--- config.mk ---
export PLATFORM = sky130hd
export DESIGN_NAME = dlk_link_regs
export DESIGN_NICKNAME = d
export VERILOG_FILES = /design/src/logic/dlk_pkg.sv /design/src/logic/dlk_tmr_if.sv /design/src/logic/dlk_link_regs.sv /design/src/logic/dlk_link_timer.sv
export VERILOG_INCLUDE_DIRS = /design/src /design/src/logic
export SDC_FILE = /design/constraint.sdc
export NUM_CORES = 1
export LEC_CHECK = 0
export BUFFER_PORTS_ARGS = -buffer_cell sky130_fd_sc_hd__buf_2
export CAP_MARGIN = 10
export CORE_MARGIN = 8
export CORE_UTILIZATION = 40
export DETAILED_ROUTE_END_ITERATION = 8
export GPL_ROUTABILITY_DRIVEN = 0
export SLEW_MARGIN = 30
export SYNTH_ARGS = -nofsm -noshare
export SYNTH_HDL_FRONTEND = slang
export SYNTH_SLANG_ARGS = --single-unit
--- constraint.sdc ---
create_clock -name ref_clk -period 2.2 [get_ports ref_clk]
set_input_delay 0.66 -clock ref_clk [delete_from_list [all_inputs] [get_ports ref_clk]]
set_output_delay 0.66 -clock ref_clk [all_outputs]
set_load 0.1 [all_outputs]
--- src/logic/dlk_defines.svh ---
// Offsets, field positions, reset values and timing counts of the debug link registers.
// Assumes inclusion by bare name from the link register and timer files.
`ifndef DLK_DEFINES_SVH
`define DLK_DEFINES_SVH

// Register offsets
`define DLK_OFS_REV       4'h0
`define DLK_OFS_ERR       4'h1
`define DLK_OFS_CTLA      4'h2
`define DLK_OFS_CTLB      4'h3
`define DLK_OFS_KEY       4'h7
`define DLK_OFS_SYSTEM_RESET_CODE    4'h8
`define DLK_OFS_CLKCTL    4'h9
`define DLK_OFS_SYSCTL    4'ha
`define DLK_OFS_SYSST     4'hb
`define DLK_OFS_CRC       4'hc

// Field positions
`define DLK_REV_LSB       4
`define DLK_REV_MSB       7
`define DLK_ERR_LSB       0
`define DLK_ERR_MSB       2
`define DLK_BIT_GAP       7
`define DLK_BIT_PAROFF    5
`define DLK_BIT_TOOFF     4
`define DLK_BIT_RSPOFF    3
`define DLK_GT_LSB        0
`define DLK_GT_MSB        2
`define DLK_BIT_NACKOFF   4
`define DLK_BIT_CCOFF     3
`define DLK_BIT_SHUT      2
`define DLK_BIT_KEY_UROW  5
`define DLK_BIT_KEY_PROG  4
`define DLK_BIT_KEY_ERASE 3
`define DLK_CLK_LSB       0
`define DLK_CLK_MSB       1
`define DLK_BIT_UROWFIN   1
`define DLK_BIT_CLKREQ    0
`define DLK_BIT_RSTSEEN   5
`define DLK_BIT_SLEEP     4
`define DLK_BIT_PROGRDY   3
`define DLK_BIT_UROWRDY   2
`define DLK_BIT_LOCKED    0
`define DLK_CRC_LSB       0
`define DLK_CRC_MSB       2

// Error signature codes
`define DLK_ERR_NONE      3'h0
`define DLK_ERR_PARITY    3'h1
`define DLK_ERR_FRAME     3'h2
`define DLK_ERR_TIMEOUT   3'h3
`define DLK_ERR_CLKREC    3'h4
`define DLK_ERR_RSVD      3'h5
`define DLK_ERR_BUS       3'h6
`define DLK_ERR_CONTEND   3'h7

// Reset request codes
`define DLK_RST_ASSERT    8'h59
`define DLK_RST_RELEASE   8'h00

// Reset values
`define DLK_RST_CLKSEL    2'h3
`define DLK_RST_CLKREQ    1'b1

// Timing counts: time-out and guard time in link clock cycles, inter-byte gap in bits
`define DLK_TIMEOUT_CYC   65536
`define DLK_GUARD_BASE    8'h80
`define DLK_GUARD_RSVD    3'h7
`define DLK_GAP_BITS      2

`endif

--- src/logic/dlk_pkg.sv ---
// State types of the debug link register block and its timer.
// Assumes the constants header supplies all numeric values.
package dlk_pkg;

   typedef struct packed {
      logic [2:0] err_sig;
      logic       gap_en;
      logic       par_off;
      logic       to_off;
      logic       rsp_off;
      logic [2:0] guard_sel;
      logic       nack_off;
      logic       cc_off;
      logic       shutdown;
      logic       key_urow;
      logic       key_prog;
      logic       key_erase;
      logic [7:0] rst_code;
      logic [1:0] clk_sel;
      logic       clk_req;
      logic       rst_seen;
      logic [7:0] rdata;
      logic       urow_final;
      logic       session_rst;
      logic       link_rst;
      logic       nack;
   } dlk_regs_s;

   typedef struct packed {
      logic        waiting;
      logic [16:0] wait_cnt;
      logic        timeout;
      logic [7:0]  guard_cnt;
   } dlk_tmr_s;

endpackage

--- src/logic/dlk_tmr_if.sv ---
// Carrier between the register block and the link timer.
// Assumes both ends run on the same link clock.
interface dlk_tmr_if;
   logic       timeout_off;
   logic       acc_start;
   logic       acc_resp;
   logic       timeout_err;
   logic [2:0] guard_sel;
   logic       turnaround;
   logic       guard_busy;

   modport tmr (
      input  timeout_off,
      input  acc_start,
      input  acc_resp,
      input  guard_sel,
      input  turnaround,
      output timeout_err,
      output guard_busy
   );

   modport ctl (
      output timeout_off,
      output acc_start,
      output acc_resp,
      output guard_sel,
      output turnaround,
      input  timeout_err,
      input  guard_busy
   );
endinterface // dlk_tmr_if

--- src/logic/dlk_link_regs.sv ---
// Control and status registers of the single pin debug link, link clock domain.
// Assumes register accesses come from the link instruction decoder only.
//
// Overview of operation
// - Error signature loads on a link error and clears when read.
// - Codes: parity 1, stop bits 2, clock recovery 4, zero no error.
// - Codes: access time-out 3, bus error 6, contention 7; 5 reserved.
// - Gap enable adds two idle bits between multibyte load response bytes.
// - Parity off makes the receiver ignore the parity bit.
// - Time-out error after 65536 cycles without access reply, unless disabled.
// - Response signature off suppresses all response signatures.
// - Guard time on turnaround: code 0 is 128 cycles, halving to 2.
// - NACK off suppresses the NACK sent when reset breaks an access.
// - Contention detection active while its disable bit is zero and the link is not shut down.
// - Shutdown disables link, drops clock request, clears config and keys.
// - Key flags: user row bit 5, programming bit 4, erase bit 3.
// - Programming key flag clears once programming ready is set.
// - Erase key flag clears on the issued system reset request.
// - Writing the user row key flag ends the user row session.
// - Reset register: 0x59 asserts system reset, 0x00 releases it.
// - A requested system reset leaves this link logic running.
// - Registers reachable only through link instructions, never the processor.
// - Link revision is a read-only field in bits 7:4 at offset 0.
// - Clock select: 1 is 16 MHz, 2 is 8 MHz, 3 is 4 MHz default.
// - System reset active flag set while reset held, cleared on read.
`include "dlk_defines.svh"

module dlk_link_regs #(
   parameter logic [3:0] LINK_REVISION  = 4'h1, // Arbitrary value
   parameter int         TIMEOUT_CYCLES = `DLK_TIMEOUT_CYC
) (
   input  wire logic       ref_clk,
   input  wire logic       rst,
   input  wire logic [3:0] reg_addr,
   input  wire logic       reg_wr,
   input  wire logic       reg_rd,
   input  wire logic [7:0] reg_wdata,
   output logic      [7:0] reg_rdata,
   input  wire logic       phy_err_valid,
   input  wire logic [2:0] phy_err_code,
   input  wire logic       acc_wait_start,
   input  wire logic       acc_resp,
   input  wire logic       turnaround,
   output logic            guard_busy,
   input  wire logic       access_break,
   output logic            nack_send,
   input  wire logic       key_urow_dec,
   input  wire logic       key_prog_dec,
   input  wire logic       key_erase_dec,
   input  wire logic       sys_in_reset,
   input  wire logic       sys_in_sleep,
   input  wire logic       sys_prog_ready,
   input  wire logic       sys_urow_ready,
   input  wire logic       sys_locked,
   input  wire logic [2:0] crc_status,
   output logic            inter_byte_gap_enable,
   output logic            parity_check_off,
   output logic            response_sig_off,
   output logic            contention_detect_en,
   output logic            phy_enable,
   output logic            clock_request,
   output logic            link_reset,
   output logic      [1:0] link_clock_select,
   output logic            system_reset,
   output logic            user_row_final,
   output logic            urow_session_reset,
   output logic      [2:0] key_flags
);

   dlk_pkg::dlk_regs_s s;
   dlk_pkg::dlk_regs_s next_s;
   dlk_pkg::dlk_regs_s reset_s;
   dlk_tmr_if          tmr ();
   logic               tmr_rst;
   logic               err_take;
   logic         [2:0] err_code;
   logic         [7:0] rd_mux;
   logic               wr_ctlb_shut;
   logic               rst_req_wr;

   ////////////////////////////////////////////////////////////////////////////////
   // Timer
   assign tmr_rst         = rst | s.shutdown;
   assign tmr.timeout_off = s.to_off;
   assign tmr.acc_start   = acc_wait_start & ~s.shutdown;
   assign tmr.acc_resp    = acc_resp;
   assign tmr.guard_sel   = s.guard_sel;
   assign tmr.turnaround  = turnaround & ~s.shutdown;

   dlk_link_timer #(
      .TIMEOUT_CYCLES (TIMEOUT_CYCLES)
   ) u_timer (
      .ref_clk (ref_clk),
      .rst     (tmr_rst),
      .bus     (tmr.tmr)
   );

   ////////////////////////////////////////////////////////////////////////////////
   // Error filtering
   always_comb begin
      err_take = 1'b0;
      err_code = `DLK_ERR_NONE;
      if (s.shutdown) begin
         err_take = 1'b0;
      end else if (phy_err_valid) begin
         err_code = phy_err_code;
         case (phy_err_code)
            `DLK_ERR_NONE:    err_take = 1'b0;
            `DLK_ERR_RSVD:    err_take = 1'b0;
            `DLK_ERR_PARITY:  err_take = ~s.par_off;
            `DLK_ERR_CONTEND: err_take = ~s.cc_off;
            default:          err_take = 1'b1;
         endcase
      end
      if (!err_take && tmr.timeout_err && !s.shutdown) begin
         err_take = 1'b1;
         err_code = `DLK_ERR_TIMEOUT;
      end
   end

   ////////////////////////////////////////////////////////////////////////////////
   // Read multiplexer, link instructions only
   always_comb begin
      rd_mux = 8'h00;
      case (reg_addr)
         `DLK_OFS_REV: begin
            rd_mux[`DLK_REV_MSB:`DLK_REV_LSB] = LINK_REVISION;
         end
         `DLK_OFS_ERR: begin
            rd_mux[`DLK_ERR_MSB:`DLK_ERR_LSB] = s.err_sig;
         end
         `DLK_OFS_CTLA: begin
            rd_mux[`DLK_BIT_GAP]               = s.gap_en;
            rd_mux[`DLK_BIT_PAROFF]            = s.par_off;
            rd_mux[`DLK_BIT_TOOFF]             = s.to_off;
            rd_mux[`DLK_BIT_RSPOFF]            = s.rsp_off;
            rd_mux[`DLK_GT_MSB:`DLK_GT_LSB]    = s.guard_sel;
         end
         `DLK_OFS_CTLB: begin
            rd_mux[`DLK_BIT_NACKOFF] = s.nack_off;
            rd_mux[`DLK_BIT_CCOFF]   = s.cc_off;
            rd_mux[`DLK_BIT_SHUT]    = s.shutdown;
         end
         `DLK_OFS_KEY: begin
            rd_mux[`DLK_BIT_KEY_UROW]  = s.key_urow;
            rd_mux[`DLK_BIT_KEY_PROG]  = s.key_prog;
            rd_mux[`DLK_BIT_KEY_ERASE] = s.key_erase;
         end
         `DLK_OFS_SYSTEM_RESET_CODE: begin
            rd_mux = s.rst_code;
         end
         `DLK_OFS_CLKCTL: begin
            rd_mux[`DLK_CLK_MSB:`DLK_CLK_LSB] = s.clk_sel;
         end
         `DLK_OFS_SYSCTL: begin
            rd_mux[`DLK_BIT_CLKREQ] = s.clk_req;
         end
         `DLK_OFS_SYSST: begin
            rd_mux[`DLK_BIT_RSTSEEN] = s.rst_seen;
            rd_mux[`DLK_BIT_SLEEP]   = sys_in_sleep;
            rd_mux[`DLK_BIT_PROGRDY] = sys_prog_ready;
            rd_mux[`DLK_BIT_UROWRDY] = sys_urow_ready;
            rd_mux[`DLK_BIT_LOCKED]  = sys_locked;
         end
         `DLK_OFS_CRC: begin
            rd_mux[`DLK_CRC_MSB:`DLK_CRC_LSB] = crc_status;
         end
         default: begin
            rd_mux = 8'h00;
         end
      endcase
   end

   ////////////////////////////////////////////////////////////////////////////////
   // Next state
   assign wr_ctlb_shut = reg_wr && reg_addr == `DLK_OFS_CTLB && reg_wdata[`DLK_BIT_SHUT];
   assign rst_req_wr   = reg_wr && reg_addr == `DLK_OFS_SYSTEM_RESET_CODE;

   always_comb begin
      reset_s          = '0;
      reset_s.clk_sel  = `DLK_RST_CLKSEL;
      reset_s.clk_req  = `DLK_RST_CLKREQ;
   end

   always_comb begin
      next_s             = s;
      next_s.link_rst    = 1'b0;
      next_s.session_rst = 1'b0;
      next_s.urow_final  = 1'b0;
      next_s.nack        = 1'b0;
      if (reg_rd) begin
         next_s.rdata = rd_mux;
         if (reg_addr == `DLK_OFS_ERR) begin
            next_s.err_sig = `DLK_ERR_NONE;
         end
         if (reg_addr == `DLK_OFS_SYSST) begin
            next_s.rst_seen = 1'b0;
         end
      end
      if (reg_wr) begin
         case (reg_addr)
            `DLK_OFS_CTLA: begin
               next_s.gap_en    = reg_wdata[`DLK_BIT_GAP];
               next_s.par_off   = reg_wdata[`DLK_BIT_PAROFF];
               next_s.to_off    = reg_wdata[`DLK_BIT_TOOFF];
               next_s.rsp_off   = reg_wdata[`DLK_BIT_RSPOFF];
               next_s.guard_sel = reg_wdata[`DLK_GT_MSB:`DLK_GT_LSB];
            end
            `DLK_OFS_CTLB: begin
               next_s.nack_off = reg_wdata[`DLK_BIT_NACKOFF];
               next_s.cc_off   = reg_wdata[`DLK_BIT_CCOFF];
               next_s.shutdown = reg_wdata[`DLK_BIT_SHUT];
               if (s.shutdown && !reg_wdata[`DLK_BIT_SHUT]) begin
                  next_s.clk_req = `DLK_RST_CLKREQ;
               end
            end
            `DLK_OFS_KEY: begin
               if (reg_wdata[`DLK_BIT_KEY_UROW] && s.key_urow) begin
                  next_s.key_urow    = 1'b0;
                  next_s.session_rst = 1'b1;
               end
            end
            `DLK_OFS_SYSTEM_RESET_CODE: begin
               next_s.rst_code = reg_wdata;
               if (reg_wdata == `DLK_RST_ASSERT) begin
                  next_s.key_erase = 1'b0;
               end
            end
            `DLK_OFS_CLKCTL: begin
               next_s.clk_sel = reg_wdata[`DLK_CLK_MSB:`DLK_CLK_LSB];
            end
            `DLK_OFS_SYSCTL: begin
               next_s.clk_req    = reg_wdata[`DLK_BIT_CLKREQ];
               next_s.urow_final = reg_wdata[`DLK_BIT_UROWFIN] & s.key_urow;
            end
            default: begin
               next_s.rdata = next_s.rdata;
            end
         endcase
      end
      if (s.key_prog && sys_prog_ready) begin
         next_s.key_prog = 1'b0;
      end
      // Hardware sets win over clears, except the clear by a shutdown write
      if (!s.shutdown) begin
         if (key_urow_dec) begin
            next_s.key_urow = 1'b1;
         end
         if (key_prog_dec) begin
            next_s.key_prog = 1'b1;
         end
         if (key_erase_dec) begin
            next_s.key_erase = 1'b1;
         end
         if (access_break && !s.nack_off) begin
            next_s.nack = 1'b1;
         end
      end
      if (err_take) begin
         next_s.err_sig = err_code;
      end
      if (sys_in_reset || s.rst_code == `DLK_RST_ASSERT) begin
         next_s.rst_seen = 1'b1;
      end
      if (wr_ctlb_shut) begin
         next_s          = reset_s;
         next_s.shutdown = 1'b1;
         next_s.clk_req  = 1'b0;
         next_s.rst_seen = s.rst_seen;
         next_s.rdata    = s.rdata;
         next_s.rst_code = s.rst_code;
         next_s.link_rst = ~s.shutdown;
      end
   end

   // The link reset input loads all of this state from reset_s; a shutdown write also loads most of it from reset_s
   always_ff @(posedge ref_clk) begin
      if (rst) begin
         s <= reset_s;
      end else begin
         s <= next_s;
      end
   end

   ////////////////////////////////////////////////////////////////////////////////
   // Outputs
   assign reg_rdata             = s.rdata;
   assign guard_busy            = tmr.guard_busy;
   assign nack_send             = s.nack;
   assign inter_byte_gap_enable = s.gap_en;
   assign parity_check_off      = s.par_off;
   assign response_sig_off      = s.rsp_off;
   assign contention_detect_en  = ~s.cc_off & ~s.shutdown;
   assign phy_enable            = ~s.shutdown;
   assign clock_request         = s.clk_req & ~s.shutdown;
   assign link_reset            = s.link_rst;
   assign link_clock_select     = s.clk_sel;
   assign system_reset          = (s.rst_code == `DLK_RST_ASSERT);
   assign user_row_final        = s.urow_final;
   assign urow_session_reset    = s.session_rst;
   assign key_flags             = {s.key_urow, s.key_prog, s.key_erase};

   ////////////////////////////////////////////////////////////////////////////////
   // Checks
   AST_ERR_LOAD: assert property (@(posedge ref_clk) disable iff (rst)
      phy_err_valid && phy_err_code == 3'h6 && !s.shutdown && !wr_ctlb_shut
      |=> s.err_sig == 3'h6 ##0 (reg_rd && reg_addr == 4'h1 ##1 reg_rdata[2:0] == 3'h6
      ##0 s.err_sig == 3'h0 or !(reg_rd && reg_addr == 4'h1)))
      else $error("Bus error code not loaded or not cleared by read");

   AST_PAR_IGNORE: assert property (@(posedge ref_clk) disable iff (rst)
      phy_err_valid && phy_err_code == 3'h1 && s.par_off && s.err_sig == 3'h0
      && !tmr.timeout_err && !reg_wr |=> s.err_sig == 3'h0)
      else $error("Parity error taken while parity ignored");

   AST_CONTEND: assert property (@(posedge ref_clk) disable iff (rst)
      phy_err_valid && phy_err_code == 3'h7 && !s.cc_off && !s.shutdown
      && !reg_wr |=> s.err_sig == 3'h7 && contention_detect_en)
      else $error("Contention error not recorded");

   AST_SYSRST: assert property (@(posedge ref_clk) disable iff (rst)
      reg_wr && reg_addr == 4'h8 && reg_wdata == 8'h59
      |=> system_reset && (!s.key_erase || $past(key_erase_dec)))
      else $error("Reset request did not assert system reset");

   AST_SYSREL: assert property (@(posedge ref_clk) disable iff (rst)
      system_reset && reg_wr && reg_addr == 4'h8 && reg_wdata == 8'h00 |=> !system_reset)
      else $error("Reset request release ignored");

   AST_SHUT: assert property (@(posedge ref_clk) disable iff (rst)
      wr_ctlb_shut && !s.shutdown |=> !phy_enable && !clock_request && link_reset
      && key_flags == 3'h0 && link_clock_select == 2'h3 ##1 !link_reset)
      else $error("Shutdown did not clear link state");

   AST_RSTSEEN: assert property (@(posedge ref_clk) disable iff (rst)
      sys_in_reset ##1 reg_rd && reg_addr == 4'hb |=> reg_rdata[5])
      else $error("System reset active flag missed");

   AST_PROG_CLR: assert property (@(posedge ref_clk) disable iff (rst)
      s.key_prog && sys_prog_ready && !key_prog_dec && !wr_ctlb_shut
      |=> !key_flags[1] ##1 !key_flags[1] || $past(key_prog_dec))
      else $error("Programming key flag not cleared");

   AST_REV: assert property (@(posedge ref_clk) disable iff (rst)
      reg_rd && reg_addr == 4'h0 |=> reg_rdata == {LINK_REVISION, 4'h0})
      else $error("Revision field wrong");

   AST_RSVD: assert property (@(posedge ref_clk) disable iff (rst)
      reg_rd && reg_addr inside {4'h4, 4'h5, 4'h6} |=> reg_rdata == 8'h00)
      else $error("Reserved offset read nonzero");

   AST_NACK: assert property (@(posedge ref_clk) disable iff (rst)
      access_break && !s.shutdown && !wr_ctlb_shut |=> nack_send == !$past(s.nack_off))
      else $error("NACK request handled wrongly");

   AST_UROW: assert property (@(posedge ref_clk) disable iff (rst)
      reg_wr && reg_addr == 4'h7 && reg_wdata[5] && s.key_urow
      |=> urow_session_reset ##1 !urow_session_reset)
      else $error("User row session not reset");

endmodule // dlk_link_regs

--- src/logic/dlk_link_timer.sv ---
// Access layer time-out counter and receive-to-transmit guard time counter.
// Assumes a synchronous active high reset that also covers link shutdown.
`include "dlk_defines.svh"

module dlk_link_timer #(
   parameter int TIMEOUT_CYCLES = `DLK_TIMEOUT_CYC
) (
   input  wire logic  ref_clk,
   input  wire logic  rst,
   dlk_tmr_if.tmr     bus
);

   dlk_pkg::dlk_tmr_s s;
   dlk_pkg::dlk_tmr_s next_s;

   ////////////////////////////////////////////////////////////////////////////////
   // Next state
   always_comb begin
      next_s         = s;
      next_s.timeout = 1'b0;
      if (bus.acc_start) begin
         next_s.waiting  = 1'b1;
         next_s.wait_cnt = '0;
      end else if (s.waiting) begin
         if (bus.acc_resp) begin
            next_s.waiting = 1'b0;
         end else if (s.wait_cnt == 17'(TIMEOUT_CYCLES - 1)) begin
            next_s.waiting = 1'b0;
            next_s.timeout = ~bus.timeout_off;
         end else begin
            next_s.wait_cnt = s.wait_cnt + 17'h1;
         end
      end
      if (bus.turnaround) begin
         if (bus.guard_sel == `DLK_GUARD_RSVD) begin
            next_s.guard_cnt = `DLK_GUARD_BASE;
         end else begin
            next_s.guard_cnt = `DLK_GUARD_BASE >> bus.guard_sel;
         end
      end else if (s.guard_cnt != 8'h00) begin
         next_s.guard_cnt = s.guard_cnt - 8'h01;
      end
   end

   always_ff @(posedge ref_clk) begin
      if (rst) begin
         s <= '0;
      end else begin
         s <= next_s;
      end
   end

   assign bus.timeout_err = s.timeout;
   assign bus.guard_busy  = (s.guard_cnt != 8'h00);

   ////////////////////////////////////////////////////////////////////////////////
   // Checks
   AST_GUARD_TWO: assert property (@(posedge ref_clk) disable iff (rst)
      bus.turnaround && bus.guard_sel == 3'h6 ##1 !bus.turnaround[*2]
      |-> $past(bus.guard_busy) && bus.guard_busy ##1 !bus.guard_busy)
      else $error("Guard time code 6 not two cycles");

   AST_TO_OFF: assert property (@(posedge ref_clk) disable iff (rst)
      bus.timeout_off && $past(bus.timeout_off) |-> !bus.timeout_err)
      else $error("Time-out flagged while detection off");

endmodule // dlk_link_timer

==> out/qor.csv <==
stage,metric,value,unit
detailed_routing,via total after detailed routing,3244,
setup_path,WP data arrival,1.59,ns
setup_path,Reg-to-Reg End,u_timer.s[23],
placed_design,number of I/O port buffers,59,
sta,slew at the pin with the worst max-slew slack,0.634,ns
pwr,fraction of power spent switching nets,32.2,%
cells_and_area,post-route insts no fill,602,
synth,leading post-synthesis cells by instance count,"dfxtp_1, nor2_1, a21oi_1",
synth,Yosys top cell area share,38.6,%
synth,number of register bits inferred by synthesis,67,
grt,global-route wire length before repair,15300,um
die,area of the die,0.0119,mm2
detailed_routing,aggregate routed wire length,9730,um
detailed_routing,total iterations of the first detailed-routing run,4,
synth,sequential-to-total area share from yosys stat,38.6,%
setup_path,worst setup path class,reg2out,
synth,most frequent cell after synthesis,dfxtp_1,
pwr,part of the power in combinational logic,26.7,%
grt,"Remaining Overflow, GRT",0,
synth,"EDFF count, synth",0,
sta,final setup vio count,1,
setup_path,"setup slack, reg-to-reg",0.02,ns
pwr,leakage power figure,1.78,nW
cells_and_area,final net count,527,
cells_and_area,share of layout cells above drive strength 1,30.6,%
sta,"Hold Violations, Final",0,
sta,Period minus WS final,2.25,ns
setup_path,WP data required,1.54,ns
pwr,net switching power,1.12,mW
synth,Synthesized Nets,446,
sta,achievable frequency,0.445,GHz
synth,instance count of the mapped netlist,408,
synth,ranking of synthesized cells by area,"dfxtp_1, mux2i_1, nor2_1",
grt,maximum number of pins on one net before global-route repair,20,
sta,Clock Skew,0.0112,ns
die,Top-Level Pins,60,
placed_design,sum of net half-perimeters after detailed placement,7310,um
grt,via count of the first global-routing pass,3040,
clock_network,clock tree root buffer cell,clkbuf_8,
pwr,Clock power frac,33.9,%
die,Die Span Y,109,um
setup_path,Worst setup startpoint,s[21],
setup_path,crit end category,output pin,
cells_and_area,growth of design area from synthesis to finish,26.1,%
die,die width,109,um
clock_network,H-tree depth,3,
clock_network,Inserted Clock Buffers,9,
die,number of rows created at floorplan,34,
clock_network,clock transition time at the flip-flop clock pins of the worst setup and hold paths,0.07,ns
clock_network,TritonCTS sink count,67,
detailed_routing,drt first-iter violations,121,
clock_network,TritonCTS clock tree,done,
status,status,"finished, violations left",
detailed_routing,post-detailed-route count of antenna-violating nets,0,
sta,minimum hold slack,0.458,ns
die,effective utilization at floorplan,40.4,%
synth,most frequently used flop master after synthesis,dfxtp_1,
die,Placeable Area,0.00859,mm2
cells_and_area,final core utilization,51.0,%
setup_path,Worst R2R Path Depth,8,
sta,fin crit share,102,%
sta,setup repair after global routing missed its margin,true,
setup_path,worst-path maximum fanout,3,
pwr,total power,3.48,mW
clock_network,insertion delay to the later sink of the worst-skew pair,0.34,ns
detailed_routing,DR WL/cell,16.2,um
synth,post-synth design cell area,0.00348,mm2
grt,antenna violations before repair,0,
run,number of violations of the max-capacitance limit,0,
clock_network,Clock Path Buffers,2,
sta,worst slew slack as a fraction of its limit,57.8,%
sta,final worst-path setup slack,-0.0490,ns
synth,ys async rst share,0,%
setup_path,critical register-to-register path startpoint,u_timer.s[18],
pwr,Flop pwr share,39.4,%
synth,synthesized area per cell,8.52,um2
pwr,power per standard cell area,794,mW/mm2
sta,number of pins with negative max-slew slack in the final report,0,
pwr,design internal power,2.36,mW
grt,overall track demand over capacity in global routing,16.3,%
pwr,maximum ir drop on the vdd rail,404,uV
synth,Yosys warnings,0,
hold_path,number of cells on the worst hold path,2,
hold_path,type of the most critical hold path,reg2reg,
cells_and_area,antenna diode count,0,
setup_path,kind of start point of the critical path,flop,
synth,library cell with the largest summed area after synthesis,dfxtp_1,
synth,Yosys cell types,62,
placed_design,cell count after placement,581,
detailed_routing,Avg Vias per Cell,5.39,
status,violated checks,negative setup slack,
detailed_routing,DRC violations left,0,
==> logic make-up (layout without fill, tap and decap cells) <==
group / after synthesis / count (layout) / share of synthesized area (%)
xor gates and xnor gates: 15 / 15 / 3.78
muxes: 23 / 23 / 6.70
AOI/OAI and AO/OA: 76 / 76 / 14.4
DFF: 67 / 67 / 38.6
buffers and inverters: 43 / 129 / 6.44
and+or+nand+nor: 181 / 181 / 29.0
adders and majority gates: 3 / 3 / 1.08
==> cells in the final DEF (no fill, tap or decap), drive strengths merged, types with 8 or more instances in the layout <==
| cell type | count |
|---|---|
| nor2 | 54 |
| a21oi | 23 |
| nor3 | 8 |
| nand2b | 8 |
| or3 | 11 |
| nand3 | 16 |
| mux2i | 21 |
| o21ai | 14 |
| nand4 | 9 |
| nor2b | 12 |
| dfxtp | 67 |
| buf | 105 |
| nand2 | 20 |
| clkbuf | 12 |
| inv | 8 |
| xor2 | 10 |
==> worst max path at each step <==
stage / depth (start not counted) / slack (ns) / to
2_1_floorplan: 2 / -0.09 / system_reset
3_3_place_gp: 6 / -0.05 / flop
3_5_place_dp: 8 / -0.008 / u_timer.s[23]
4_1_cts: 3 / -0.05 / system_reset
5_1_grt: 3 / -0.07 / system_reset
6_report: 3 / -0.05 / system_reset
==> stage by stage <==
| step | area (um2) | setup slack, ns | TNS [ns] |
|---|---|---|---|
| global placement | 4060 | -0.0472 | -0.0472 |
| CTS | 4320 | -0.0465 | -0.0465 |
| global route | 4380 | -0.0749 | -0.128 |
| finish | 4380 | -0.0490 | -0.0490 |
| detailed placement | 4060 | -0.00752 | -0.00752 |
| floorplan | 3510 | -0.0931 | -0.133 |
==> power by group through the flow <==
stage	clock network [mW]	logic [mW]	registers, mW
4_1_cts	1.20	0.894	1.37
6_report	1.18	0.929	1.37
3_3_place_gp	0	0.857	1.39
2_1_floorplan	0	0.662	1.39
5_1_grt	1.26	1.01	1.39
3_5_place_dp	0	0.864	1.39
==> layer usage <==
layer	GRT usage (%)	vias up	wire length [um]
met5	0	-	0
met4	5.79	0	125
met3	3.78	13	630
met2	25.5	90	4440
met1	21.5	1520	4540
li1	-	1621	-
==> timing repair <==
action,4_1_cts,5_1_grt
gates resized for setup,9,9
setup buffers,1,4
endpoints found under the setup margin,3,5
hold buffers,0,0
pin swaps,2,4
==> worst max-delay path, stage by stage (launching register included) <==
cell	delay [ns]
dfxtp_1	0.32
or4bb_4	0.55
nor2_4	0.19
buf_12	0.19
==> final cells by class <==
class                   count  area [um2]
inverters                   8        30.0
flip-flops and latches     67        1350
clock inverters             4        72.6
fillers                   832        4210
clock buffers              12         155
repair buffers            105         671
well taps                 108         135
multi-input cells         298        1970
Note: power is estimated with default switching activity, not from simulation.
